**src/design/bria_pkg.sv**
```systemverilog
package bria_pkg;

  // Register byte offsets on the Wishbone slave
  localparam logic [7:0] BRIA_BUS_CTRL_OFF = 8'h00;
  localparam logic [7:0] BRIA_WAIT_CTRL_OFF = 8'h04;
  localparam logic [7:0] BRIA_STATUS_OFF = 8'h08;

  // bus_ctrl_reg fields
  localparam int BRIA_BCR_BROM_EN_POS = 7;
  localparam int BRIA_BCR_BURST_LEN_POS = 6;
  localparam int BRIA_BCR_WORD_CNT_POS = 5;
  localparam int BRIA_BCR_IDLE_EN_POS = 4;
  localparam logic [7:0] BRIA_BCR_RESET = 8'h00;
  localparam logic [7:0] BRIA_BCR_MASK = 8'hf0;

  // wait_state_ctrl_reg fields
  localparam int BRIA_WAIT_STATE_CTRL_REG_FULL_ST_POS = 5;
  localparam int BRIA_WAIT_STATE_CTRL_REG_PIN_WAIT_POS = 4;
  localparam int BRIA_WAIT_STATE_CTRL_REG_WAIT_CNT_LSB = 0;
  localparam int BRIA_WAIT_STATE_CTRL_REG_WAIT_CNT_W = 2;
  localparam logic [7:0] BRIA_WAIT_STATE_CTRL_REG_RESET = 8'h23;
  localparam logic [7:0] BRIA_WAIT_STATE_CTRL_REG_MASK = 8'h33;

  // Burst sizes in words
  localparam logic [3:0] BRIA_BURST_SHORT = 4'h4;
  localparam logic [3:0] BRIA_BURST_LONG = 4'h8;

  // Address step of one 16-bit beat
  localparam logic [23:0] BRIA_BEAT_STEP = 24'h000002;

  typedef enum logic [3:0] {
    ST_IDLE,
    ST_ICYC,
    ST_T1,
    ST_T2,
    ST_TW,
    ST_T3,
    ST_B1,
    ST_B2,
    ST_FIN
  } bria_state_t;

endpackage : bria_pkg

```
**src/design/bria_seq.sv**
```systemverilog
// Behaviour
// full_access_state_sel picks 3-state full access with waits, else 2-state without.
// Each burst beat lasts one or two states per burst_cycle_len_sel.
// Burst beats never take programmed or pin wait states.
// Burst holds at most four words, or eight when burst_word_count_sel is set.
// Full access of a burst read takes programmed and pin waits like basic cycles.
// With idle_insert_enable, a write right after a read starts with one idle state.
// Idle state drives next address and io_select_n, floats data, strobes high.
// Arbiter grants the highest-priority pending requester among CPU and transfer controller.
// Granted master owns the bus until its acknowledge is withdrawn.
// CPU is lowest priority; pending controller request always wins the bus eventually.
// Handover from CPU only between bus cycles, never inside a locked split access; code hands over at once when cpu_sleep_i and dtc_breq_i are high.
// With the CPU asleep, a controller request is granted at once.
// Transfer controller requests on activation and holds the bus until done.
// burst_rom_enable makes the external space burst ROM space.
// Bursts only for CPU instruction fetches; other accesses are single full accesses.
// Programmed wait count between second and third states follows program_wait_count.
// In pin wait mode, waits continue while the wait input is low.
// With no controller request pending, the CPU keeps the bus.
//
// Decided for this implementation: the Wishbone interface to the registers and the register addresses.
`timescale 1ns/1ps
module bria_seq
  import bria_pkg::*;
#(
  parameter int WB_AW = 8,
  parameter logic [15:0] IO_PAGE = 16'hffff
) (
  input wire logic clk_i,
  input wire logic rst_i,
  // Wishbone classic slave
  input wire logic wb_cyc_i,
  input wire logic wb_stb_i,
  input wire logic wb_we_i,
  input wire logic [WB_AW-1:0] wb_adr_i,
  input wire logic [3:0] wb_sel_i,
  input wire logic [31:0] wb_dat_i,
  output logic [31:0] wb_dat_o,
  output logic wb_ack_o,
  // Arbitration
  input wire logic cpu_breq_i,
  input wire logic cpu_lock_i,
  input wire logic cpu_sleep_i,
  input wire logic dtc_breq_i,
  output logic cpu_back_o,
  output logic dtc_back_o,
  // Access request from the current bus owner
  input wire logic req_valid_i,
  input wire logic req_we_i,
  input wire logic req_fetch_i,
  input wire logic [23:0] req_addr_i,
  input wire logic [15:0] req_wdata_i,
  input wire logic req_hi_i,
  input wire logic req_lo_i,
  input wire logic [3:0] req_words_i,
  output logic rdata_valid_o,
  output logic [15:0] rdata_o,
  output logic done_o,
  // External bus pins
  output logic [23:0] addr_o,
  output logic io_select_n_o,
  output logic address_strobe_n_o,
  output logic read_strobe_n_o,
  output logic upper_write_strobe_n_o,
  output logic lower_write_strobe_n_o,
  output logic [15:0] data_o,
  output logic data_oe_n_o,
  input wire logic [15:0] data_i,
  input wire logic wait_n_i
);

  // Decoder compares against 8-bit offsets, so wider buses cannot be served
  if (WB_AW < 4 || WB_AW > 8) begin : g_chk
    $error("bria_seq: WB_AW must be between 4 and 8");
  end

  typedef struct packed {
    bria_state_t st;
    logic [7:0] bus_ctrl_reg;
    logic [7:0] wait_state_ctrl_reg;
    logic wb_ack;
    logic [31:0] wb_dat;
    logic [1:0] wait_s;
    logic [15:0] din_s1;
    logic [15:0] din_s2;
    logic grant_dtc;
    logic [1:0] wcnt;
    logic [2:0] words_left;
    logic we;
    logic hi;
    logic lo;
    logic last_rd;
    logic [23:0] addr;
    logic ios_n;
    logic as_n;
    logic rd_n;
    logic hwr_n;
    logic lwr_n;
    logic doe_n;
    logic [15:0] dout;
    logic cap0;
    logic cap1;
    logic last0;
    logic last1;
    logic rvalid;
    logic [15:0] rdata;
    logic done;
  } bria_regs_t;

  bria_regs_t q;
  bria_regs_t d;

  function automatic logic hit(input logic [WB_AW-1:0] a, input logic [7:0] off);
    hit = (a[WB_AW-1:2] == off[WB_AW-1:2]);
  endfunction : hit

  function automatic logic io_sel_n(input logic [23:0] a);
    io_sel_n = (a[23:8] != IO_PAGE);
  endfunction : io_sel_n

  // Beats that follow the full access
  function automatic logic [2:0] extra_beats(input logic burst_ok, input logic long_sel,
                                             input logic [3:0] want);
    logic [3:0] lim;
    logic [3:0] n;
    lim = long_sel ? BRIA_BURST_LONG : BRIA_BURST_SHORT;
    n = (want > lim) ? lim : want;
    if (!burst_ok || n == 4'h0) begin
      extra_beats = 3'h0;
    end else begin
      extra_beats = 3'(n - 4'h1);
    end
  endfunction : extra_beats

  logic full3;
  logic pin_wait;
  logic [1:0] prog_wait;
  logic long_beat;
  logic word_end;
  logic wait_low;
  logic brom;

  always_comb begin
    full3 = q.wait_state_ctrl_reg[BRIA_WAIT_STATE_CTRL_REG_FULL_ST_POS];
    pin_wait = q.wait_state_ctrl_reg[BRIA_WAIT_STATE_CTRL_REG_PIN_WAIT_POS];
    prog_wait = q.wait_state_ctrl_reg[BRIA_WAIT_STATE_CTRL_REG_WAIT_CNT_LSB +: BRIA_WAIT_STATE_CTRL_REG_WAIT_CNT_W];
    long_beat = q.bus_ctrl_reg[BRIA_BCR_BURST_LEN_POS];
    brom = q.bus_ctrl_reg[BRIA_BCR_BROM_EN_POS];
    wait_low = !q.wait_s[1];
    d = q;

    // Pin synchronisers
    d.wait_s = {q.wait_s[0], wait_n_i};
    d.din_s1 = data_i;
    d.din_s2 = q.din_s1;

    // Read return pipeline lines up with the data synchroniser
    d.cap0 = 1'b0;
    d.last0 = 1'b0;
    d.cap1 = q.cap0;
    d.last1 = q.last0;
    d.rvalid = q.cap1;
    d.rdata = q.cap1 ? q.din_s2 : q.rdata;
    d.done = q.last1;

    // Wishbone slave, one-cycle answer
    d.wb_ack = wb_cyc_i && wb_stb_i && !q.wb_ack;
    if (wb_cyc_i && wb_stb_i && !q.wb_ack) begin
      d.wb_dat = 32'h00000000;
      if (hit(wb_adr_i, BRIA_BUS_CTRL_OFF)) begin
        d.wb_dat = {24'h000000, q.bus_ctrl_reg};
        if (wb_we_i && wb_sel_i[0]) begin
          d.bus_ctrl_reg = wb_dat_i[7:0] & BRIA_BCR_MASK;
        end
      end else if (hit(wb_adr_i, BRIA_WAIT_CTRL_OFF)) begin
        d.wb_dat = {24'h000000, q.wait_state_ctrl_reg};
        if (wb_we_i && wb_sel_i[0]) begin
          d.wait_state_ctrl_reg = wb_dat_i[7:0] & BRIA_WAIT_STATE_CTRL_REG_MASK;
        end
      end else if (hit(wb_adr_i, BRIA_STATUS_OFF)) begin
        d.wb_dat = {26'h0000000, q.grant_dtc, q.st != ST_IDLE, q.last_rd, q.words_left};
      end
    end

    // Arbitration
    if (cpu_sleep_i && dtc_breq_i) begin
      d.grant_dtc = 1'b1;
    end else if (q.st == ST_IDLE) begin
      if (dtc_breq_i && !cpu_lock_i) begin
        d.grant_dtc = 1'b1;
      end else if (!dtc_breq_i) begin
        d.grant_dtc = 1'b0;
      end
    end

    word_end = 1'b0;
    unique case (q.st)
      ST_IDLE: begin
        if (req_valid_i && d.grant_dtc == q.grant_dtc && (q.grant_dtc || cpu_breq_i)) begin
          d.we = req_we_i;
          d.hi = req_hi_i;
          d.lo = req_lo_i;
          d.addr = req_addr_i;
          d.ios_n = io_sel_n(req_addr_i);
          d.dout = req_wdata_i;

          d.words_left = extra_beats(brom && req_fetch_i && !req_we_i && !q.grant_dtc,
                                     q.bus_ctrl_reg[BRIA_BCR_WORD_CNT_POS], req_words_i);
          if (req_we_i && q.last_rd && q.bus_ctrl_reg[BRIA_BCR_IDLE_EN_POS]) begin
            d.st = ST_ICYC;
          end else begin
            d.st = ST_T1;
            d.as_n = 1'b0;
            d.rd_n = req_we_i;
            d.doe_n = !req_we_i;
          end
        end
      end
      ST_ICYC: begin
        // strobes already high, data floating, next address out
        d.st = ST_T1;
        d.as_n = 1'b0;
        d.doe_n = 1'b0;
      end
      ST_T1: begin
        d.st = ST_T2;
        d.wcnt = full3 ? prog_wait : 2'h0;
        d.hwr_n = !(q.we && q.hi);
        d.lwr_n = !(q.we && q.lo);
      end
      ST_T2, ST_TW: begin
        if (!full3) begin
          word_end = 1'b1;
        end else if (q.wcnt != 2'h0) begin
          d.st = ST_TW;
          d.wcnt = q.wcnt - 2'h1;
        end else if (pin_wait && wait_low) begin
          d.st = ST_TW;
        end else begin
          d.st = ST_T3;
        end
      end
      ST_T3: begin
        word_end = 1'b1;
      end
      ST_B1: begin
        if (long_beat) begin
          d.st = ST_B2;
        end else begin
          word_end = 1'b1;
        end
      end
      ST_B2: begin
        word_end = 1'b1;
      end
      ST_FIN: begin
        if (q.done) begin
          d.st = ST_IDLE;
        end
      end
    endcase

    if (word_end) begin
      d.cap0 = !q.we;
      if (q.words_left != 3'h0) begin
        // Strobes stay low across beats; only the address and io_select_n move
        d.st = ST_B1;
        d.words_left = q.words_left - 3'h1;
        d.addr = q.addr + BRIA_BEAT_STEP;
        d.ios_n = io_sel_n(q.addr + BRIA_BEAT_STEP);
      end else begin
        d.st = ST_FIN;
        d.last0 = 1'b1;
        d.last_rd = !q.we;
        d.as_n = 1'b1;
        d.rd_n = 1'b1;
        d.hwr_n = 1'b1;
        d.lwr_n = 1'b1;
        d.doe_n = 1'b1;
      end
    end
  end

  always_ff @(posedge clk_i) begin
    if (rst_i) begin
      q <= '0;
      q.st <= ST_IDLE;
      q.bus_ctrl_reg <= BRIA_BCR_RESET;
      q.wait_state_ctrl_reg <= BRIA_WAIT_STATE_CTRL_REG_RESET;
      q.wait_s <= 2'b11;
      q.ios_n <= 1'b1;
      q.as_n <= 1'b1;
      q.rd_n <= 1'b1;
      q.hwr_n <= 1'b1;
      q.lwr_n <= 1'b1;
      q.doe_n <= 1'b1;
    end else begin
      q <= d;
    end
  end

  assign wb_dat_o = q.wb_dat;
  assign wb_ack_o = q.wb_ack;
  assign cpu_back_o = !q.grant_dtc;
  assign dtc_back_o = q.grant_dtc;
  assign rdata_valid_o = q.rvalid;
  assign rdata_o = q.rdata;
  assign done_o = q.done;
  assign addr_o = q.addr;
  assign io_select_n_o = q.ios_n;
  assign address_strobe_n_o = q.as_n;
  assign read_strobe_n_o = q.rd_n;
  assign upper_write_strobe_n_o = q.hwr_n;
  assign lower_write_strobe_n_o = q.lwr_n;
  assign data_o = q.dout;
  assign data_oe_n_o = q.doe_n;

endmodule : bria_seq

```
**config.mk**
```make
export PLATFORM = sky130hd
export DESIGN_NAME = bria_seq
export DESIGN_NICKNAME = d
export VERILOG_FILES = /design/src/design/bria_pkg.sv /design/src/design/bria_seq.sv
export SDC_FILE = /design/constraint.sdc
export NUM_CORES = 1
export LEC_CHECK = 0
export BUFFER_PORTS_ARGS = -buffer_cell sky130_fd_sc_hd__buf_2
export CORE_MARGIN = 2
export CORE_UTILIZATION = 46
export DETAILED_ROUTE_END_ITERATION = 8
export PLACE_DENSITY = 0.86
export SLEW_MARGIN = 20
export SYNTH_ARGS = -nofsm -noshare
export SYNTH_HDL_FRONTEND = slang
export SYNTH_SLANG_ARGS = --single-unit
```
**constraint.sdc**
```tcl
create_clock -name clk_i -period 1.97 [get_ports clk_i]
set_input_delay 0.0985 -clock clk_i [delete_from_list [all_inputs] [get_ports clk_i]]
set_output_delay 0.0985 -clock clk_i [all_outputs]
set_load 0.01 [all_outputs]
```
==> run summary <==
final count of hold timing violations: 0
RSZ-0062 raised after global routing: true
floorplan core area: 0.0138 mm²
Critical Path RT: 2.29 ns
fin crit share: 1.08
Cell Count, Final, Fillers Out: 1,145
Layout Skew: 0.00903 ns
# diodes: 0
Synth cell types: 72
post-route ant nets: 0
# DRC: 0
post-synthesis cell count: 754
Arr. time, crit path: 2.45 ns
vias in the first global route: 5,730
crit-path max FO: 12
CTS tree: built
Worst setup SP type: flip-flop
Die H: 122 µm
Worst Setup Path Type: reg2reg
Post-Synthesis Cell Area: 0.00643 mm²
failing checks: negative setup slack
Synth async-reset ratio: 0
CP Capture Type: flip-flop
Initial Util: 0.467
layout cells sized above 1: 0.311
PwrDens: 786 mW/mm²
most frequent cells in the layout: buf_2, dfxtp_1, nand2_1
Slew headroom: 0.449
max frequency: 470 MHz
clk buf depth: 2
Reg area: 0.00267 mm²
syn_area_per_cell: 8.53 µm²
Syn. warnings: 0
IO Pins: 218
Layout area overhead: 33.8%
Hold/Removal Path Class: in2reg
initial antenna violation count: 0
H-tree Lvls: 4
Clk Latency, worst-skew pair: 0.41 ns
MaxCap Viol Count: 0
First-pass DRT Iterations: 5
post-synthesis sequential area ratio: 0.414
die width: 122 µm
detailed-route wire length per cell: 16.2 µm
first-pass GRT wire length: 27.9 mm
status: finished with violations
DIE AREA: 0.0149 mm²
FF+latch count, synth: 133
fin nets: 1,081
Slew Viols, Final: 0
CTS buffer count: 17
dominant synthesized flop cell: dfxtp_1
clock-pin slew on the worst setup and hold paths: 0.06 ns
Cell Rows: 43
GP Congestion: 0.895
fillers: 1,138
routed vias/inst: 5.34
setup TNS: -0.246 ns
leakage power: 3.71 nW
GRT Util Overall: 0.237
Peak VDD IR: 0.000605 V
IO buf count: 162
Hold Slack: 0.0211 ns
largest net degree at the start of global routing: 82
Post-Route WL: 18.6 mm
worst-margin pin slew: 0.826 ns
final setup margin: -0.157 ns
setup violators final: 6
First DRT Iteration DRCs: 321
DPL Wire Length: 11.4 mm
R2R setup slack: -0.16 ns
placed cells: 1,047
GR Overflow Total: 0
CTS sink cnt: 133
Post-synth EDFFs: 0
most common cell after layout, fill and taps aside: buf_2
CTS root buffer: clkbuf_16
clock period minus worst slack: 2.13 ns
area of the multi-input gates: 0.00312 mm²
Via Count: 6,109
-- path summary, 6_finish.rpt --
path | start | end | cells after the start
min reg2reg | d[111] | q[111] | 1
max reg2reg | q[162] | addr_o[9] | 6
max | q[162] | addr_o[9] | 6
min | req_addr_i[18] | addr_o[18] | 3
-- cells in the mapped netlist, types with 9 or more instances --
cell	number	area, µm²
buf_4	92	691
a22oi_1	10	75.1
nand4_1	9	56.3
mux2i_1	26	260
inv_1	15	56.3
a21oi_1	57	285
clkbuf_1	24	90.1
nand3_1	21	105
dfxtp_1	133	2660
nor2_1	62	233
nand2_1	85	319
a31oi_1	11	68.8
o21ai_0	26	130
nor2b_1	43	269
-- flip-flops by register name (all words and copies together) (netlist names), 2 cells and up --
name,flops
q,32
rdata_o,16
d,21
addr_o,24
data_o,16
wb_dat_o,8
prog_wait,2
-- per-layer routing --
| metal | vias up | share of wire | global-route usage |
|---|---|---|---|
| met5 | - | 0 | 0 |
| met4 | 0 | 0.020 | 0.0819 |
| met3 | 42 | 0.074 | 0.0651 |
| met2 | 291 | 0.50 | 0.410 |
| met1 | 2869 | 0.41 | 0.281 |
| li1 | 2907 | - | - |
-- layout make-up --
type	instances	area share
clock inverters	11	0.0150
well taps	180	0.0262
clock buffers	19	0.0515
flip-flops and latches	133	0.311
multi-input cells	502	0.363
repair buffers	285	0.227
inverters	15	0.00654
-- per-stage QoR --
step	power (mW)	util	setup WS [ns]	cell area [µm²]
CTS	6.75	0.615	0.000297	8470
global route	7.00	0.625	-0.159	8600
finish	6.76	0.625	-0.157	8600
floorplan	3.37	-	0.00645	6540
global placement	3.56	0.522	-0.0793	7190
detailed placement	3.58	0.522	-0.141	7190
-- power by group --
group / switching [mW] / leakage (nW) / internal (mW)
combinational: 0.435 / 2.36 / 0.395
clock: 1.18 / 0.264 / 1.89
sequential: 0.0659 / 1.09 / 2.79
total: 1.68 / 3.71 / 5.07
-- worst max-delay path, stage by stage (launching register included) --
cell and delay (ns):
dfxtp_1 0.32, buf_4 0.18, o211ai_1 0.40, a211oi_2 0.23, nor2_2 0.45, o21ai_0 0.22
a31oi_1 0.24
-- cell families after synthesis --
| logic type | synth area share |
|---|---|
| other | 0.000583 |
| buffers and inverters | 0.141 |
| AO/OA/AOI/OAI | 0.149 |
| AND/OR/NAND/NOR | 0.225 |
| flip-flops | 0.414 |
| adder cells (fa/ha/maj) | 0.0156 |
| XOR/XNOR | 0.0109 |
| multiplexers | 0.0440 |
-- timing repair --
action                                  in CTS  in global routing
gates resized for setup                     11                 23
pin swaps                                    7                  8
gates cloned                                 0                  2
hold buffers                                63                  0
endpoints found under the setup margin      20                 34
setup buffers                                3                  0
hold endpoints to repair                    65                  0
Power figures use the tool's default switching activity.
